## config.mk

```make
export PLATFORM = sky130hd
export DESIGN_NAME = hcac_top
export DESIGN_NICKNAME = d
export VERILOG_FILES = /design/src/logic/hcac_pkg.sv /design/src/logic/hcac_top.sv
export VERILOG_INCLUDE_DIRS = /design/src /design/src/logic
export SDC_FILE = /design/constraint.sdc
export NUM_CORES = 1
export LEC_CHECK = 0
export BUFFER_PORTS_ARGS = -buffer_cell sky130_fd_sc_hd__buf_2
export CORE_MARGIN = 1.5
export CORE_UTILIZATION = 49
export CTS_CLUSTER_DIAMETER = 200
export DETAILED_ROUTE_END_ITERATION = 12
export PLACE_DENSITY = 0.86
export SLEW_MARGIN = 20
export SYNTH_ARGS = -nofsm -noshare
export SYNTH_HDL_FRONTEND = slang
export SYNTH_SLANG_ARGS = --single-unit
```

## constraint.sdc

```tcl
create_clock -name hclk -period 4.8 [get_ports hclk]
set_clock_uncertainty 0.1 [all_clocks]
set_input_delay 0.72 -clock hclk [delete_from_list [all_inputs] [get_ports hclk]]
set_output_delay 0.72 -clock hclk [all_outputs]
set_load 0.005 [all_outputs]
```

## src/logic/hcac_params.svh

```systemverilog
// Purpose: Constants for hub configuration and attach control
// Assumes: 32-bit AHB-Lite register words, byte addresses
// Notes:   Offsets, fields, reset values and timing counts
`ifndef HCAC_PARAMS_SVH
`define HCAC_PARAMS_SVH

// Register byte offsets
`define HCAC_OFF_CFG      8'h00
`define HCAC_OFF_CTRL     8'h04
`define HCAC_OFF_STATUS   8'h08

// Configuration word fields
`define HCAC_CFG_HS       0
`define HCAC_CFG_SELF     1
`define HCAC_CFG_DYN      2
`define HCAC_CFG_FIX_LO   3
`define HCAC_CFG_FIX_HI   4
`define HCAC_CFG_LEDP_LO  5
`define HCAC_CFG_LEDP_HI  6
`define HCAC_CFG_LEDEN    7
`define HCAC_CFG_W        8

// Built-in default configuration: high speed, self powered, LED enable bit clear
`define HCAC_CFG_DEFAULT  8'h03

// Control fields
`define HCAC_CTRL_PWR     0
`define HCAC_CTRL_GO      1

// Status fields
`define HCAC_ST_LOADED    0
`define HCAC_ST_ATTACH    1
`define HCAC_ST_SELFP     2
`define HCAC_ST_OC        3
`define HCAC_ST_UPWR      4
`define HCAC_ST_POL       5
`define HCAC_ST_EEABS     6
`define HCAC_ST_SRC_LO    8
`define HCAC_ST_SRC_HI    9

// Strap settle cycles after reset release (synchroniser depth)
`define HCAC_SETTLE       2'h2
`define HCAC_HTRANS_NONSEQ 2'h2

`endif

```

## src/logic/hcac_pkg.sv

```systemverilog
// Purpose: Types for hub configuration and attach control
// Assumes: Included params header holds all numbers
// Notes:   Source codes follow the two-bit selection strap
package hcac_pkg;
    typedef enum logic [1:0] {
        HCAC_SRC_DEFAULT,
        HCAC_SRC_EEPROM,
        HCAC_SRC_SMBUS,
        HCAC_SRC_DEFAULT_ALT
    } hcac_src_t;

    typedef enum logic {
        HCAC_SPEED_FULL,
        HCAC_SPEED_HIGH
    } hcac_speed_t;
endpackage

```

## src/logic/hcac_top.sv

```systemverilog
// Purpose: Configuration source choice, strap capture and attach control of a 2-port hub
// Assumes: hclk 50 MHz; straps and sense pins are asynchronous and are synchronised here
// Notes:   Registers over AHB-Lite, zero wait states, always OKAY
//
// The implementer's own choices: the AHB-Lite register port and the register addresses.
`timescale 1ns/100ps
`include "hcac_params.svh"

module hcac_top (
    input  wire logic                  hclk,                      // 50 MHz clock
    input  wire logic                  hresetn,                   // Async reset, low
    input  wire logic                  hsel,                      // Slave select
    input  wire logic [31:0]           haddr,                     // Byte address
    input  wire logic [1:0]            htrans,                    // Transfer type
    input  wire logic                  hwrite,                    // Write when high
    input  wire logic [2:0]            hsize,                     // Word only
    input  wire logic [31:0]           hwdata,                    // Write data
    input  wire logic                  hready,                    // Bus ready
    output logic                       hreadyout,                 // Always ready
    output logic                       hresp,                     // Always OKAY
    output logic [31:0]                hrdata,                    // Read data
    input  wire logic [1:0]            cfg_sel_strap,             // Source strap pins
    input  wire logic [1:0]            fixed_port_strap,          // Strap side of LED pins
    output logic [1:0]                 port_led_o,                // LED pin drive
    output logic [1:0]                 port_led_oe,               // LED pin enable
    input  wire logic [1:0]            port_led_on,               // LED request, same clock
    input  wire logic                  port_power_polarity_strap, // Polarity strap pin
    output logic                       port_power_enable,         // To power switch
    input  wire logic                  overcurrent_sense_n,       // Switch fault, low
    input  wire logic                  upstream_power_sense,      // Upstream VBUS sense
    input  wire logic                  local_supply_sense,        // Local supply present
    output logic                       dp_pullup_en,              // Connect pull-up
    output hcac_pkg::hcac_speed_t      hub_speed,                 // Reported hub speed
    output logic                       hs_downstream_en,          // High speed allowed
    output logic                       self_powered,              // Power mode shown
    output logic [1:0]                 fixed_ports,               // Non-removable ports
    output logic                       ee_start,                  // Start EEPROM read
    input  wire logic                  ee_word_valid,             // EEPROM word ready
    input  wire logic [7:0]            ee_word,                   // EEPROM config byte
    input  wire logic                  ee_nack                    // No EEPROM answered
);
    import hcac_pkg::*;

    typedef enum logic [2:0] {
        HCAC_ST_SETTLE,
        HCAC_ST_PICK,
        HCAC_ST_EE,
        HCAC_ST_SMB,
        HCAC_ST_RUN
    } hcac_state_t;

    // Apply an active level to a logical on/off
    function automatic logic hcac_drive(input logic on, input logic act_high);
        hcac_drive = act_high ? on : ~on;
    endfunction

    hcac_state_t                 state_ff, nxt_state;
    logic [1:0]                  settle_ff;
    logic [1:0]                  sel_m_ff, sel_s_ff;
    logic [1:0]                  fix_m_ff, fix_s_ff;
    logic                        pol_m_ff, pol_s_ff;
    logic [2:0]                  sns_m_ff, sns_s_ff;
    hcac_src_t                   src_ff;
    logic                        pol_ff;
    logic                        pol_valid_ff;
    logic [`HCAC_CFG_W-1:0]      cfg_ff;
    logic [1:0]                  ctrl_ff;
    logic                        oc_ff;
    logic                        eeabs_ff;
    logic                        ee_start_ff;
    logic                        wr_pend_ff;
    logic [7:0]                  wr_addr_ff;
    logic [31:0]                 rdata_ff;
    logic                        addr_ok;
    logic                        loaded;
    logic                        up_power;
    logic                        local_pwr;
    logic                        oc_now;
    logic                        wr_cfg;
    logic                        wr_ctrl;
    logic                        wr_stat;
    logic [31:0]                 status_w;

    // Two-flop synchronisers for every pin input
    always_ff @(posedge hclk or negedge hresetn) begin
        if (!hresetn) begin
            sel_m_ff <= 2'h0;
            sel_s_ff <= 2'h0;
            fix_m_ff <= 2'h0;
            fix_s_ff <= 2'h0;
            pol_m_ff <= 1'h0;
            pol_s_ff <= 1'h0;
            sns_m_ff <= 3'h0;
            sns_s_ff <= 3'h0;
        end else begin
            sel_m_ff <= cfg_sel_strap;
            sel_s_ff <= sel_m_ff;
            fix_m_ff <= fixed_port_strap;
            fix_s_ff <= fix_m_ff;
            pol_m_ff <= port_power_polarity_strap;
            pol_s_ff <= pol_m_ff;
            sns_m_ff <= {~overcurrent_sense_n, local_supply_sense, upstream_power_sense};
            sns_s_ff <= sns_m_ff;
        end
    end

    assign up_power  = sns_s_ff[0];
    assign local_pwr = sns_s_ff[1];
    assign oc_now    = sns_s_ff[2];
    assign loaded    = (state_ff == HCAC_ST_RUN);

    // Bus decode; writes land in the data phase
    assign addr_ok = hsel & hready & (htrans == `HCAC_HTRANS_NONSEQ);
    assign wr_cfg  = wr_pend_ff & (wr_addr_ff == `HCAC_OFF_CFG);
    assign wr_ctrl = wr_pend_ff & (wr_addr_ff == `HCAC_OFF_CTRL);
    assign wr_stat = wr_pend_ff & (wr_addr_ff == `HCAC_OFF_STATUS);

    // Settle counter lets synchronised straps reach their final value
    always_ff @(posedge hclk or negedge hresetn) begin
        if (!hresetn) begin
            settle_ff <= 2'h0;
        end else if (state_ff == HCAC_ST_SETTLE) begin
            settle_ff <= settle_ff + 2'h1;
        end
    end

    // Sequencer: pick source once, load, then allow attach
    always_comb begin
        nxt_state = state_ff;
        case (state_ff)
            HCAC_ST_SETTLE: begin
                if (settle_ff == `HCAC_SETTLE) begin
                    nxt_state = HCAC_ST_PICK;
                end
            end
            HCAC_ST_PICK: begin
                case (src_ff)
                    HCAC_SRC_EEPROM: nxt_state = HCAC_ST_EE;
                    HCAC_SRC_SMBUS:  nxt_state = HCAC_ST_SMB;
                    default:         nxt_state = HCAC_ST_RUN;
                endcase
            end
            HCAC_ST_EE: begin
                if (ee_nack || ee_word_valid) begin
                    nxt_state = HCAC_ST_RUN;
                end
            end
            HCAC_ST_SMB: begin
                if (wr_ctrl && hwdata[`HCAC_CTRL_GO]) begin
                    nxt_state = HCAC_ST_RUN;
                end
            end
            HCAC_ST_RUN: nxt_state = HCAC_ST_RUN;
            default:     nxt_state = HCAC_ST_SETTLE;
        endcase
    end

    always_ff @(posedge hclk or negedge hresetn) begin
        if (!hresetn) begin
            state_ff <= HCAC_ST_SETTLE;
        end else begin
            state_ff <= nxt_state;
        end
    end

    // Source and polarity straps caught once, after the settle time
    always_ff @(posedge hclk or negedge hresetn) begin
        if (!hresetn) begin
            src_ff       <= HCAC_SRC_DEFAULT;
            pol_ff       <= 1'h0;
            pol_valid_ff <= 1'h0;
        end else if (state_ff == HCAC_ST_SETTLE && settle_ff == `HCAC_SETTLE) begin
            src_ff       <= hcac_src_t'(sel_s_ff);
            pol_ff       <= pol_s_ff;
            pol_valid_ff <= 1'h1;
        end
    end

    // Configuration word: default plus straps, EEPROM byte, zero fill or software
    always_ff @(posedge hclk or negedge hresetn) begin
        if (!hresetn) begin
            cfg_ff   <= `HCAC_CFG_DEFAULT;
            eeabs_ff <= 1'h0;
        end else begin
            case (state_ff)
                HCAC_ST_PICK: begin
                    if (src_ff == HCAC_SRC_DEFAULT || src_ff == HCAC_SRC_DEFAULT_ALT) begin
                        // Strap code 01 fixes port 1; 10 and 11 fix both
                        cfg_ff[`HCAC_CFG_FIX_LO] <= fix_s_ff[1] | fix_s_ff[0];
                        cfg_ff[`HCAC_CFG_FIX_HI] <= fix_s_ff[1];
                        cfg_ff[`HCAC_CFG_LEDP_HI:`HCAC_CFG_LEDP_LO] <= fix_s_ff;
                    end
                end
                HCAC_ST_EE: begin
                    if (ee_nack) begin
                        cfg_ff   <= {`HCAC_CFG_W{1'b0}};
                        eeabs_ff <= 1'h1;
                    end else if (ee_word_valid) begin
                        cfg_ff <= ee_word;
                    end
                end
                HCAC_ST_SMB: begin
                    if (wr_cfg) begin
                        cfg_ff <= hwdata[`HCAC_CFG_W-1:0];
                    end
                end
                default: cfg_ff <= cfg_ff;
            endcase
        end
    end

    // One-cycle request to the EEPROM reader
    always_ff @(posedge hclk or negedge hresetn) begin
        if (!hresetn) begin
            ee_start_ff <= 1'h0;
        end else begin
            ee_start_ff <= (state_ff == HCAC_ST_PICK) && (src_ff == HCAC_SRC_EEPROM);
        end
    end
    assign ee_start = ee_start_ff;

    // Control: port power request, attach go (self-clearing)
    always_ff @(posedge hclk or negedge hresetn) begin
        if (!hresetn) begin
            ctrl_ff <= 2'h0;
        end else if (wr_ctrl) begin
            ctrl_ff <= {1'b0, hwdata[`HCAC_CTRL_PWR]};
        end
    end

    // Sticky fault; a new fault beats a clear in the same cycle
    always_ff @(posedge hclk or negedge hresetn) begin
        if (!hresetn) begin
            oc_ff <= 1'h0;
        end else begin
            oc_ff <= oc_now | (oc_ff & ~(wr_stat & hwdata[`HCAC_ST_OC]));
        end
    end

    // Bus address phase capture
    always_ff @(posedge hclk or negedge hresetn) begin
        if (!hresetn) begin
            wr_pend_ff <= 1'h0;
            wr_addr_ff <= 8'h00;
        end else begin
            wr_pend_ff <= addr_ok & hwrite;
            wr_addr_ff <= haddr[7:0];
        end
    end

    // Status word
    always_comb begin
        status_w = 32'h0000_0000;
        status_w[`HCAC_ST_LOADED] = loaded;
        status_w[`HCAC_ST_ATTACH] = dp_pullup_en;
        status_w[`HCAC_ST_SELFP]  = self_powered;
        status_w[`HCAC_ST_OC]     = oc_ff;
        status_w[`HCAC_ST_UPWR]   = up_power;
        status_w[`HCAC_ST_POL]    = pol_ff;
        status_w[`HCAC_ST_EEABS]  = eeabs_ff;
        status_w[`HCAC_ST_SRC_HI:`HCAC_ST_SRC_LO] = src_ff;
    end

    // Read data sampled in the address phase; a write just before is not seen yet
    always_ff @(posedge hclk or negedge hresetn) begin
        if (!hresetn) begin
            rdata_ff <= 32'h0000_0000;
        end else if (addr_ok && !hwrite) begin
            case (haddr[7:0])
                `HCAC_OFF_CFG:    rdata_ff <= {24'h00_0000, cfg_ff};
                `HCAC_OFF_CTRL:   rdata_ff <= {30'h0000_0000, ctrl_ff};
                `HCAC_OFF_STATUS: rdata_ff <= status_w;
                default:          rdata_ff <= 32'h0000_0000;
            endcase
        end
    end

    assign hrdata    = rdata_ff;
    assign hreadyout = 1'b1;
    assign hresp     = 1'b0;

    // Hub mode outputs; speed and fixed ports valid only once loaded, self_powered always
    assign hub_speed        = (loaded && cfg_ff[`HCAC_CFG_HS]) ? HCAC_SPEED_HIGH
                                                               : HCAC_SPEED_FULL;
    assign hs_downstream_en = (hub_speed == HCAC_SPEED_HIGH);
    assign fixed_ports      = loaded ? cfg_ff[`HCAC_CFG_FIX_HI:`HCAC_CFG_FIX_LO] : 2'h0;
    assign self_powered     = cfg_ff[`HCAC_CFG_DYN] ? local_pwr
                                                    : cfg_ff[`HCAC_CFG_SELF];

    // Connect only when loaded and upstream power is present
    assign dp_pullup_en = loaded & up_power;

    // Port power: inverted strap level straight through until latched, so reset keeps ports off
    assign port_power_enable = pol_valid_ff
        ? hcac_drive(loaded & ctrl_ff[`HCAC_CTRL_PWR] & ~oc_now, pol_ff)
        : ~port_power_polarity_strap;

    // LED pins stay released until loaded, then drive in a default source mode or when the LED enable bit is set
    always_comb begin
        for (int i = 0; i < 2; i++) begin
            port_led_o[i]  = hcac_drive(port_led_on[i], ~cfg_ff[`HCAC_CFG_LEDP_LO + i]);
            port_led_oe[i] = loaded &
                (cfg_ff[`HCAC_CFG_LEDEN] | (src_ff == HCAC_SRC_DEFAULT) |
                 (src_ff == HCAC_SRC_DEFAULT_ALT));
        end
    end
endmodule

```

Yosys cells after proc, flatten, opt, wreduce, memory -nomap -nowiden. Cells that the tools add are included.

Output and inout bits: 46. Memories: 0. Bits in registers: 78. Bits in latches: 0. Input port bits: 94. Bits in read-only memories: 0. Logic and storage cells: 103. Bits in writable memories: 0.

Reductions and logical operators: 18. $mul: 0. Bitwise gates (word level): 23. Add/sub/neg operators: 1. Divide/modulo/power cells: 0. Equality and inequality tests: 19. Shift operators: 0. Mux-type cells: 20. $lt $le $gt $ge: 0.

Operator list (count): $pmux 10 s3 (1); $mux 8 (3); $eq 8x3->1 const B (2); $eq 8x4->1 const B (2); $logic_not 8->1 (2); $pmux 3 s5 (1); $and 1x1->1 (12); $pmux 3 s2 (2); $pmux 4 s3 (1); $mux 3 (3); $eq 2x2->1 const B (4); $ne 2x2->1 const B (4); $not 1->1 (7); $eq 3x2->1 const B (2); $mux 1 (6); $reduce_and 3->1 (2); $logic_and 1x1->1 (5); $mux 4 (1); $or 1x1->1 (4); $reduce_and 4->1 (1); $eq 3x1->1 const B (1); $eq 3x3->1 const B (1); $logic_not 3->1 (1); $ne 3x3->1 const B (1); other kinds (11) (12).

Longest topological paths before layout. Gate-level depths: netlist of run 1.

Word-level depth: 6. Depth in mapped cells: 6.

Worst setup path before layout of run 1. Ideal clock, no wire load.

Kind: register to output. Start point: register state_ff[2]. End point: output port_power_enable. Buffers on the path: 0. Stages on the path, launching flop included: 5. Data arrival time: 1.110 ns. Setup slack: 2.870 ns. Cell sequence: dfrtp_1 > nor3b_2 > nand3b_1 > xnor2_1 > mux2i_1.

Word-level cells in the longest chain between the ends: 6.

RTL lines: from (decl) (RTL line hcac_top.sv:57) `hcac_state_t state_ff, nxt_state;`; from (signal assigned) (RTL line hcac_top.sv:162) `state_ff <= nxt_state;`; $eq 3x3->1 (*) (RTL line hcac_top.sv:110) `assign loaded = (state_ff == HCAC_ST_RUN);`; $and 1x1->1 (*) (2 in series) (RTL line hcac_top.sv:295) `` ? hcac_drive(loaded & ctrl_ff[`HCAC_CTRL_PWR] & ~oc_now, pol_ff) ``; $not 1->1 (RTL line hcac_top.sv:54) `hcac_drive = act_high ? on : ~on;`; $mux 1 (*) (RTL line hcac_top.sv:54); $mux 1 (*) (RTL line hcac_top.sv:294) `assign port_power_enable = pol_valid_ff`; to (decl) (RTL line hcac_top.sv:28) `output logic port_power_enable,`.

Mark *: on every way between the ends. The rest lies on a longest branch, timed or not.

Worst setup path in the final report of run 1.
Start point: register state_ff[0]. End point: output port_power_enable.

Same word-level chain as after synthesis.

==> results of run 1 <==
[power by group]
part	switching, mW	leakage (nW)	internal, mW	total [mW]
Combinational	0.191	0.771	0.221	0.412
Sequential	0.0945	0.678	0.552	0.646
Clock	0.140	0.0524	0.156	0.296
[cells in the final DEF (no fill, tap or decap), drive strengths merged, types with 3 or more instances in the layout]
cell and instances:
nor3 3, a32o 3, buf 65, a22oi 4
nor2b 6, o21ai 10, nor2 8, a211oi 3
conb 24, mux2 15, a21oi 5, clkbuf 7
dfrtp 54, nand3 3, mux2i 9, and2 5
nand2 16, ha 5, inv 8
[sequential cells by signal (all words and copies together), names as in the netlist]
name,count
oc_ff,1
ctrl_ff,1
pol_s_ff,1
eeabs_ff,1
ee_start,1
sel_m_ff,2
cfg_ff,8
pol_ff,1
wr_pend_ff,1
pol_m_ff,1
src_ff,2
state_ff,3
settle_ff,2
hrdata,10
fix_s_ff,2
fix_m_ff,2
pol_valid_ff,1
sns_m_ff,3
wr_addr_ff,8
sns_s_ff,3
sel_s_ff,2
[final cells by class]
type | instances | area (µm²)
fill | 444 | 2150
sequential | 56 | 1404
multi-input combinational | 149 | 1100
timing repair buffer | 65 | 327.8
tap | 70 | 87.58
clock buffer | 7 | 76.32
clock inverter | 1 | 30.03
inverter | 8 | 30.03
[layer usage]
layer  part of all wire  vias up  global-route usage  routed length, µm
met3              0.069        6             0.04167                343
met2               0.48       75              0.3000               2400
li1                   -      844                   -                  -
met5                  0        -                   0                  0
met1               0.44      862              0.2355               2168
met4              0.012        0             0.05818                 61
[metrics by stage]
step	cells	util	hold slack (ps)	instance area [µm²]	total power [mW]
final	356	0.5870	243.6	3055	1.354
after floorplan	245	-	231.2	2773	0.9496
after global routing	356	0.5870	265.1	3055	1.442
after CTS	356	0.5870	251.8	3055	1.363
after global placement	348	0.5666	232.6	2949	1.050
after detailed placement	348	0.5666	234.7	2949	1.066
[cell families after synthesis]
group	count (synthesis)
mux	24
xor+xnor	4
buf+inv	40
other cells	2
simple gates	57
fa+ha+maj	5
compound gates	35
flops	56
[final timing paths]
| kind | depth (start not counted) | slack (ps) | to | startpoint |
|---|---|---|---|---|
| setup / recovery | 5 | 1910 | port_power_enable | state_ff[0] |
| hold reg to reg | 0 | 240 | sel_s_ff[1] | sel_m_ff[1] |
| hold / removal | 0 | 240 | sel_s_ff[1] | sel_m_ff[1] |
| min in group asynchronous | 2 | 430 | hrdata[7] | hresetn |
| max in group asynchronous | 2 | 3730 | cfg_ff[3] | hresetn |
| setup reg to reg | 4 | 2730 | cfg_ff[6] | state_ff[0] |
[critical path: stages (launching register included)]
cell      delay (ps)
dfrtp_1          640
nor3b_2          530
nand3b_1         200
xnor2_1          160
mux2i_1          120
buf_2            130
==> impl_results.md, run 1 <==
* Antenna violations before repair at 0
* Post-CTS Hold Fix Bufs at 0
* Status: finished, final reports clean
* IO Count at 140
* Syn Inst Count at 223
* Post-synth EDFFs at 0
* Post-synthesis compound-gate area fraction at 0.09767
* Top FF cell, synth: dfrtp_1
* Worst Path Arrival at 2070 ps
* Post-Place Setup Slack at 2240 ps
* Core Box Area at ~0.0052 mm²
* Gr ovfl total at 0
* Vias in the first global route at 1797
* Final hold violation count at 0
* Nature of the critical path startpoint: flop
* Max-slew violations at 0
* Iteration-0 DRC Markers at 95
* Die Height at 77.10 µm
* Req. time, crit path at 3980 ps
* Number of diodes at 0
* Max Cap Viol at 0
* Global-route wire length before repair at 8411 µm
* Initial Util at 0.5168
* CTS Buf Count at 5
* TritonCTS clock tree: built
* Top-count cell post-synth: dfrtp_1
* Router iterations before antenna repair at 4
* H-tree levels at 2
* TritonCTS Sinks at 56
* Max Freq at 0.3461 GHz
* Pwr Density at 443.1 mW/mm²
* Area Growth Syn to Fin at 13.58%
* Synth top area share at 0.5023
* Kind of critical path: flop to primary output
* Main combinational cell family by area after synthesis: simple AND/OR/NAND/NOR gates
* Clk slew on worst S/H paths at 100 ps
* Std-Cell Rows at 26
* Synth area leaders: dfrtp_1 (50%), buf_4 (7.3%), mux2_4 (4.5%), mux2i_1 (3.3%), mux2_2 (2.9%)
* Slew headroom at 0.5499
* Crit path time final at 2889 ps
* Distinct cell type count after synthesis at 51
* YS warnings at 0
* GRT Util Overall at 0.1811
* Clock Path Buffers at 2
* Async set or reset register ratio after synthesis at 1.000
* CTS Root Cell: clkbuf_8
* Synth cell count leaders: dfrtp_1 (54), buf_4 (26), nand2_1 (15), mux2i_1 (9), o21ai_0 (9)
* Total Wirelength at just under 5000 µm
* Crit Path Max Fanout at 22
* Least-Margin Pin Slew at 675.2 ps
* Setup TNS at 0 ps
* Clock latency on the worst-skew pair at ~310 ps
* Crit end category: primary output
* Mapped Area at 0.002690 mm²
* Mux cell area share after synthesis at 0.1074
* Average instance area after synthesis at 12.06 µm²
* Post-cts repair resize count at 0
* Die ar. at 0.005944 mm²
* HPWL after detailed placement at 3800 µm
* Hold Path Class: flop to flop
* Synth Area in Simple Gates at 0.1340
* Via count at 1787
* #FFs+latches synth at 56
* Period utilisation layout at 0.6020
* DRC at 0
* Fin nets at 384
* Port Buffer Count at 64
* Setup Fix Bufs, Post-CTS at 0
* Final WS setup at 1911 ps
* GPL Wtd Cong at 0.8080
* Post-Synth Adder-Cell Area at 0.02326
* XOR/XNOR share of the synthesized area at 0.01302
* Cell accounting for the most synthesized area: dfrtp_1
* Largest net degree at the start of global routing at 57
* Sequential area share after synthesis at 0.5219
* Wire length per cell at 13.97 µm
* RSZ-0062 raised after global routing: false
* Pleak at 1.501 nW
* Share of cells above drive strength 1 at 0.3427
* Vias per cell at 5.020
* Die W at 77.10 µm
* Worst vdd ir at 0.0002164 V
* Routed Antenna Nets at 0
* Final setup violating endpoints at 0
Power figures use the tool's default switching activity.
==> inputs of run 2 (changes only) <==
--- a/config.mk
+++ b/config.mk
@@ -8,10 +8,10 @@
 export LEC_CHECK = 0
 export BUFFER_PORTS_ARGS = -buffer_cell sky130_fd_sc_hd__buf_2
 export CORE_MARGIN = 1.5
-export CORE_UTILIZATION = 49
+export CORE_UTILIZATION = 41
 export CTS_CLUSTER_DIAMETER = 200
 export DETAILED_ROUTE_END_ITERATION = 12
-export PLACE_DENSITY = 0.86
+export PLACE_DENSITY = 0.77
 export SLEW_MARGIN = 20
 export SYNTH_ARGS = -nofsm -noshare
 export SYNTH_HDL_FRONTEND = slang
==> constraint.sdc (replaced) <==
create_clock -name hclk -period 2.5 [get_ports hclk]
set_clock_uncertainty 0.1 [all_clocks]
set_input_delay 0.375 -clock hclk [delete_from_list [all_inputs] [get_ports hclk]]
set_output_delay 0.375 -clock hclk [all_outputs]
set_load 0.005 [all_outputs]
==> impl_results.md, run 2 (synthesis gave the netlist of run 1 again) <==
* Worst vdd ir at 0.0004024 V (+86%)
* Max Cap Viol at 0 (unchanged)
* Pwr Density at 858.5 mW/mm² (+94%)
* Post-cts repair resize count at 0 (unchanged)
* GPL Wtd Cong at 0.8626 (+6.8%)
* Pleak at 1.532 nW (+2.0%)
* CTS Buf Count at 5 (unchanged)
* TritonCTS clock tree: built
* Setup Fix Bufs, Post-CTS at 0 (unchanged)
* Std-Cell Rows at 29 (+12%)
* Number of diodes at 0 (unchanged)
* Total Wirelength at 5121 µm (+3.0%)
* Final setup violating endpoints at 0 (unchanged)
* Crit path time final at 2233 ps
* Final hold violation count at 0 (unchanged)
* Core Box Area at 0.006350 mm² (+22%)
* Crit Path Max Fanout at 17 (-23%)
* H-tree levels at 2 (unchanged)
* Nature of the critical path startpoint: flop
* Routed Antenna Nets at 0 (unchanged)
* HPWL after detailed placement at 4042 µm (+6.4%)
* CTS Root Cell: clkbuf_8
* Fin nets at 388 (+1.0%)
* Die ar. at 0.007056 mm² (+19%)
* Worst Path Arrival at 1760 ps (-310 ps)
* Antenna violations before repair at 0 (unchanged)
* Global-route wire length before repair at 8514 µm (+1.2%)
* Clock Path Buffers at 2 (unchanged)
* Max Freq at 0.4479 GHz
* GRT Util Overall at 0.1554 (-0.02574)
* Via count at 1787 (unchanged)
* Fin Hold WS at 53.32 ps (-190.3 ps)
* Period utilisation layout at 0.8931
* Gr ovfl total at 0 (unchanged)
* RSZ-0062 raised after global routing: false
* Least-Margin Pin Slew at 640.3 ps (-34.91 ps)
* Clock latency on the worst-skew pair at 320 ps (about the same)
* Commonest non-fill, non-tap cell in the layout: buf_2
* Req. time, crit path at 2030 ps (-1950 ps)
* DRC at 0 (unchanged)
* Design Area, Final at 0.003118 mm² (+2.0%)
* Largest net degree at the start of global routing at 30 (-47%)
* Post-CTS Hold Fix Bufs at 1 (+1)
* Status: finished, final reports clean
* Die W at 84 µm (+9.0%)
* Placed insts at 358 (+2.9%)
* Initial Util at 0.4236 (-0.09318)
* Placed inst area at 0.002993 mm² (+1.5%)
* Router iterations before antenna repair at 4 (unchanged)
* Vias in the first global route at 1751 (-2.6%)
* Share of cells above drive strength 1 at 0.3552 (+0.01252)
* Most frequent cells in the layout: buf_2 (64), dfrtp_1 (54), conb_1 (24)
* Max-slew violations at 0 (unchanged)
* Die Height at 84 µm (+9.0%)
* Crit end category: primary output
* Max reg flops at 10 (unchanged)
* Layout Cells excl Fill at 367 (+3.1%)
* Iteration-0 DRC Markers at 140 (+47%)
* Clk slew on worst S/H paths at 100 ps (about the same)
* Wire length per cell at 13.95 µm (-0.13%)
* Hold Path Class: input pin to flop
* Overall power at 2.677 mW (+98%)
* IO Count at 140 (unchanged)
* Area Growth Syn to Fin at 15.91%
* Port Buffer Count at 64 (unchanged)
* Vias per cell at 4.869 (-3.0%)
* Kind of critical path: flop to primary output
* TritonCTS Sinks at 56 (unchanged)
* Setup TNS at 0 ps (unchanged)
* Filler instances at 580 (+31%)
* Slew headroom at 0.5732 (+0.02327)
run 2: changes by cell type in the layout (fill, tap and decap cells not counted), sizes merged:
cell         before  now
clkinv            0    1
buf              65   68
clkbuf            7    5
dlygate4sd3       0    1
inv               8    9
run 2: metal layers:
| layer | global-route usage | part of all wire |
|---|---|---|
| met2 | 0.2500 | 0.49 |
| met1 | 0.2092 | 0.44 |
| met3 | 0.04748 | 0.061 |
| met4 | 0.03130 | 0.0062 |
| met5 | 0 | 0 |
run 2: final timing paths:
path                                     endpoint  slack, ps               start  cells past startpoint
worst max-delay path            port_power_enable        270         state_ff[0]                      5
worst min-delay path                  sns_m_ff[1]         50  local_supply_sense                      1
worst max register to register          cfg_ff[4]        530         state_ff[0]                      4
worst min register to register        sns_s_ff[1]        260         sns_m_ff[1]                      0
max in group asynchronous               cfg_ff[0]       1150             hresetn                      3
min in group asynchronous             sns_s_ff[0]        500             hresetn                      2
run 2: layout make-up:
cell class                      count  area [µm²]  area share
Clock buffer                        5       68.82     0.02207
Clock inverter                      3       46.29     0.01485
Inverter                            8       30.03    0.009631
Multi-Input combinational cell    149        1100      0.3527
Sequential cell                    56        1404      0.4502
Tap cell                           77       96.34     0.03090
Timing Repair Buffer               69       372.9      0.1196
run 2: power breakdown:
part / internal (mW) / switching [mW] / leakage, nW / total (mW)
sequential: 1.06 / 0.172 / 0.678 / 1.23
combinational: 0.452 / 0.386 / 0.794 / 0.838
clock: 0.304 / 0.303 / 0.0600 / 0.607
run 2: critical path: stages (launching register included):
cell      delay (ps)
dfrtp_1          600
nor3b_2          300
nand3b_1         150
xnor2_1          140
mux2i_1          120
buf_2            130
run 2: per-stage QoR:
step | worst slack, ps | util
final | 267.2 | 0.4910
after CTS | 239.7 | 0.4910
after global routing | 75.68 | 0.4910
after global placement | 596.8 | 0.4713
after detailed placement | 562.2 | 0.4713
after floorplan | 736.4 | -
==> inputs of run 3 (changes only) <==
--- a/config.mk
+++ b/config.mk
@@ -12,6 +12,7 @@
 export CTS_CLUSTER_DIAMETER = 200
 export DETAILED_ROUTE_END_ITERATION = 12
 export PLACE_DENSITY = 0.77
+export SETUP_SLACK_MARGIN = 0.4
 export SLEW_MARGIN = 20
 export SYNTH_ARGS = -nofsm -noshare
 export SYNTH_HDL_FRONTEND = slang
==> impl_results.md, run 3 (synthesis gave the netlist of run 1 again) <==
* Die W at 84 µm (unchanged)
* Slew headroom at 0.5739 (+0.0007520)
* Crit Path Max Fanout at 2 (-15)
* Period utilisation layout at 0.7933 (-0.09982)
* Core Box Area at 0.006350 mm² (unchanged)
* Number of diodes at 0 (unchanged)
* Critical R2R Launch: src_ff[0]
* Crit path from: state_ff[1]
* Antenna violations before repair at 0 (unchanged)
* CP Cell Sequence: nor3b_4 -> nand3b_1 -> xnor2_1 -> mux2i_1 -> buf_2
* Status: finished, final reports clean
* Final WS setup at 516.8 ps (+249.6 ps)
* Filler instances at 579 (-0.17%)
* Largest net degree at the start of global routing at 30 (unchanged)
* GPL Wtd Cong at 0.8626 (unchanged)
* Max Cap Viol at 0 (unchanged)
* Iteration-0 DRC Markers at 119 (-15%)
* CTS Buf Count at 5 (unchanged)
* Vias per cell at 4.857 (-0.25%)
* Hold wc startpoint: local_supply_sense
* RSZ-0062 raised after global routing: true
* Placed insts at 358 (unchanged)
* IO Count at 140 (unchanged)
* Post-Place Setup Slack at 562.2 ps (unchanged)
* TritonCTS clock tree: built
* Std-Cell Rows at 29 (unchanged)
* Kind of critical path: flop to primary output
* Hold Path Class: input pin to flop
* HPWL after detailed placement at 4042 µm (unchanged)
* GRT Util Overall at 0.1579 (+0.002534)
* Fin nets at 392 (+1.0%)
* Setup TNS at 0 ps (unchanged)
* Max reg flops at 10 (unchanged)
* Layout Cells excl Fill at 371 (+1.1%)
* Final setup violating endpoints at 0 (unchanged)
* Least-Margin Pin Slew at 639.1 ps (-1.127 ps)
* Total internal power at 1.866 mW (+2.8%)
* Max-slew violations at 0 (unchanged)
* P_sw at 0.8860 mW (+2.9%)
* Gr ovfl total at 0 (unchanged)
* Area Growth Syn to Fin at 17.40%
* Total Wirelength at 5273 µm (+3.0%)
* Clock Path Buffers at 2 (unchanged)
* Die ar. at 0.007056 mm² (unchanged)
* Worst vdd ir at 0.0004074 V (+1.2%)
* Req. time, crit path at 2030 ps (about the same)
* Vias in the first global route at 1773 (+1.3%)
* Crit path time final at 1983 ps (-249.6 ps)
* Commonest non-fill, non-tap cell in the layout: buf_2
* Wire length per cell at 14.21 µm (+1.9%)
* Clk pwr share at 0.221 (-0.006)
* Port Buffer Count at 64 (unchanged)
* Comb pwr share at 0.346 (+0.033)
* Routed Antenna Nets at 0 (unchanged)
* Pleak at 1.549 nW (+1.1%)
* CTS Root Cell: clkbuf_8
* Via count at 1802 (+0.84%)
* Pwr Density at 871.3 mW/mm² (+1.5%)
* Share of cells above drive strength 1 at 0.3741 (+0.01898)
* Clk slew on worst S/H paths at 100 ps (about the same)
* Initial Util at 0.4236 (unchanged)
* Net Sw Frac at 0.3220 (about the same)
* Global-route wire length before repair at 8645 µm (+1.5%)
* Seq pwr share at 0.433 (-0.027)
* Most frequent cells in the layout: buf_2 (64), dfrtp_1 (51), conb_1 (24)
* H-tree levels at 2 (unchanged)
* Nature of the critical path startpoint: flop
* Router iterations before antenna repair at 4 (unchanged)
* Critical-path top delay cell: dfrtp_2
* Max Freq at 0.5042 GHz (+13%)
* Max incr delay on CP at 440 ps (-160 ps)
* Crit end category: primary output
* Die Height at 84 µm (unchanged)
* Worst Path Arrival at 1510 ps (-250 ps)
* Final hold violation count at 0 (unchanged)
* TritonCTS Sinks at 56 (unchanged)
* DRC at 0 (unchanged)
* Clock latency on the worst-skew pair at 320 ps (about the same)
## run 3: power groups by stage
stage | Combinational [mW] | Sequential [mW] | Clock [mW]
final | 0.952 | 1.19 | 0.608
after global routing | 1.07 | 1.21 | 0.663
after CTS | 0.912 | 1.19 | 0.622
after detailed placement | 0.843 | 1.25 | 0
after global placement | 0.820 | 1.24 | 0
after floorplan | 0.658 | 1.17 | 0
## run 3: through the flow
| stage | util | hold slack, ps | power, mW | area, µm² |
|---|---|---|---|---|
| 6_report | 0.4973 | 52.36 | 2.752 | 3158 |
| 5_1_grt | 0.4973 | 25.38 | 2.942 | 3158 |
| 4_1_cts | 0.4938 | 41.82 | 2.726 | 3136 |
| 3_5_place_dp | 0.4713 | 235.8 | 2.089 | 2993 |
| 3_3_place_gp | 0.4713 | 232.6 | 2.059 | 2993 |
| 2_1_floorplan | - | -20.59 | 1.823 | 2773 |
## run 3: timing repair
action	4_1_cts	5_1_grt
gates resized for setup	2	2
gates cloned	0	0
setup endpoints to repair	8	7
pin swaps	0	1
hold buffers	1	0
endpoints found under the hold margin	28	0
buffers inserted	2	2
## run 3: cell type report
class / count / area, µm² / area share
clock buffer: 5 / 68.82 / 0.02179
clock inverter: 3 / 46.29 / 0.01466
inverter: 8 / 30.03 / 0.009509
multi-input combinational: 149 / 1106 / 0.3502
sequential: 56 / 1408 / 0.4457
tap: 77 / 96.34 / 0.03051
timing repair buffer: 73 / 402.9 / 0.1276
## run 3: layer usage
metal  routed length (µm)  vias to the layer above  track usage
met5                    0                        -            0
met4                   34                        0      0.03130
met3                  299                        5      0.04748
met2                 2596                       59       0.2551
met1                 2342                      875       0.2125
li1                     -                      863            -
## run 3: worst max-delay path, delay by kind of cell, from the launching register on
family        cells  cell delay [ps]
buf+inv           1              130
flops             1              440
mux               1              120
simple gates      2              360
xor+xnor          1              140
## run 3: worst paths after layout
kind / end / slack (ps) / cells after the start
min in group asynchronous: sns_m_ff[0] / 490 / 2
max in group asynchronous: cfg_ff[0] / 1160 / 3
hold reg to reg: sns_s_ff[1] / 260 / 0
setup / recovery: port_power_enable / 520 / 5
hold / removal: sns_m_ff[1] / 50 / 1
setup reg to reg: cfg_ff[4] / 570 / 5
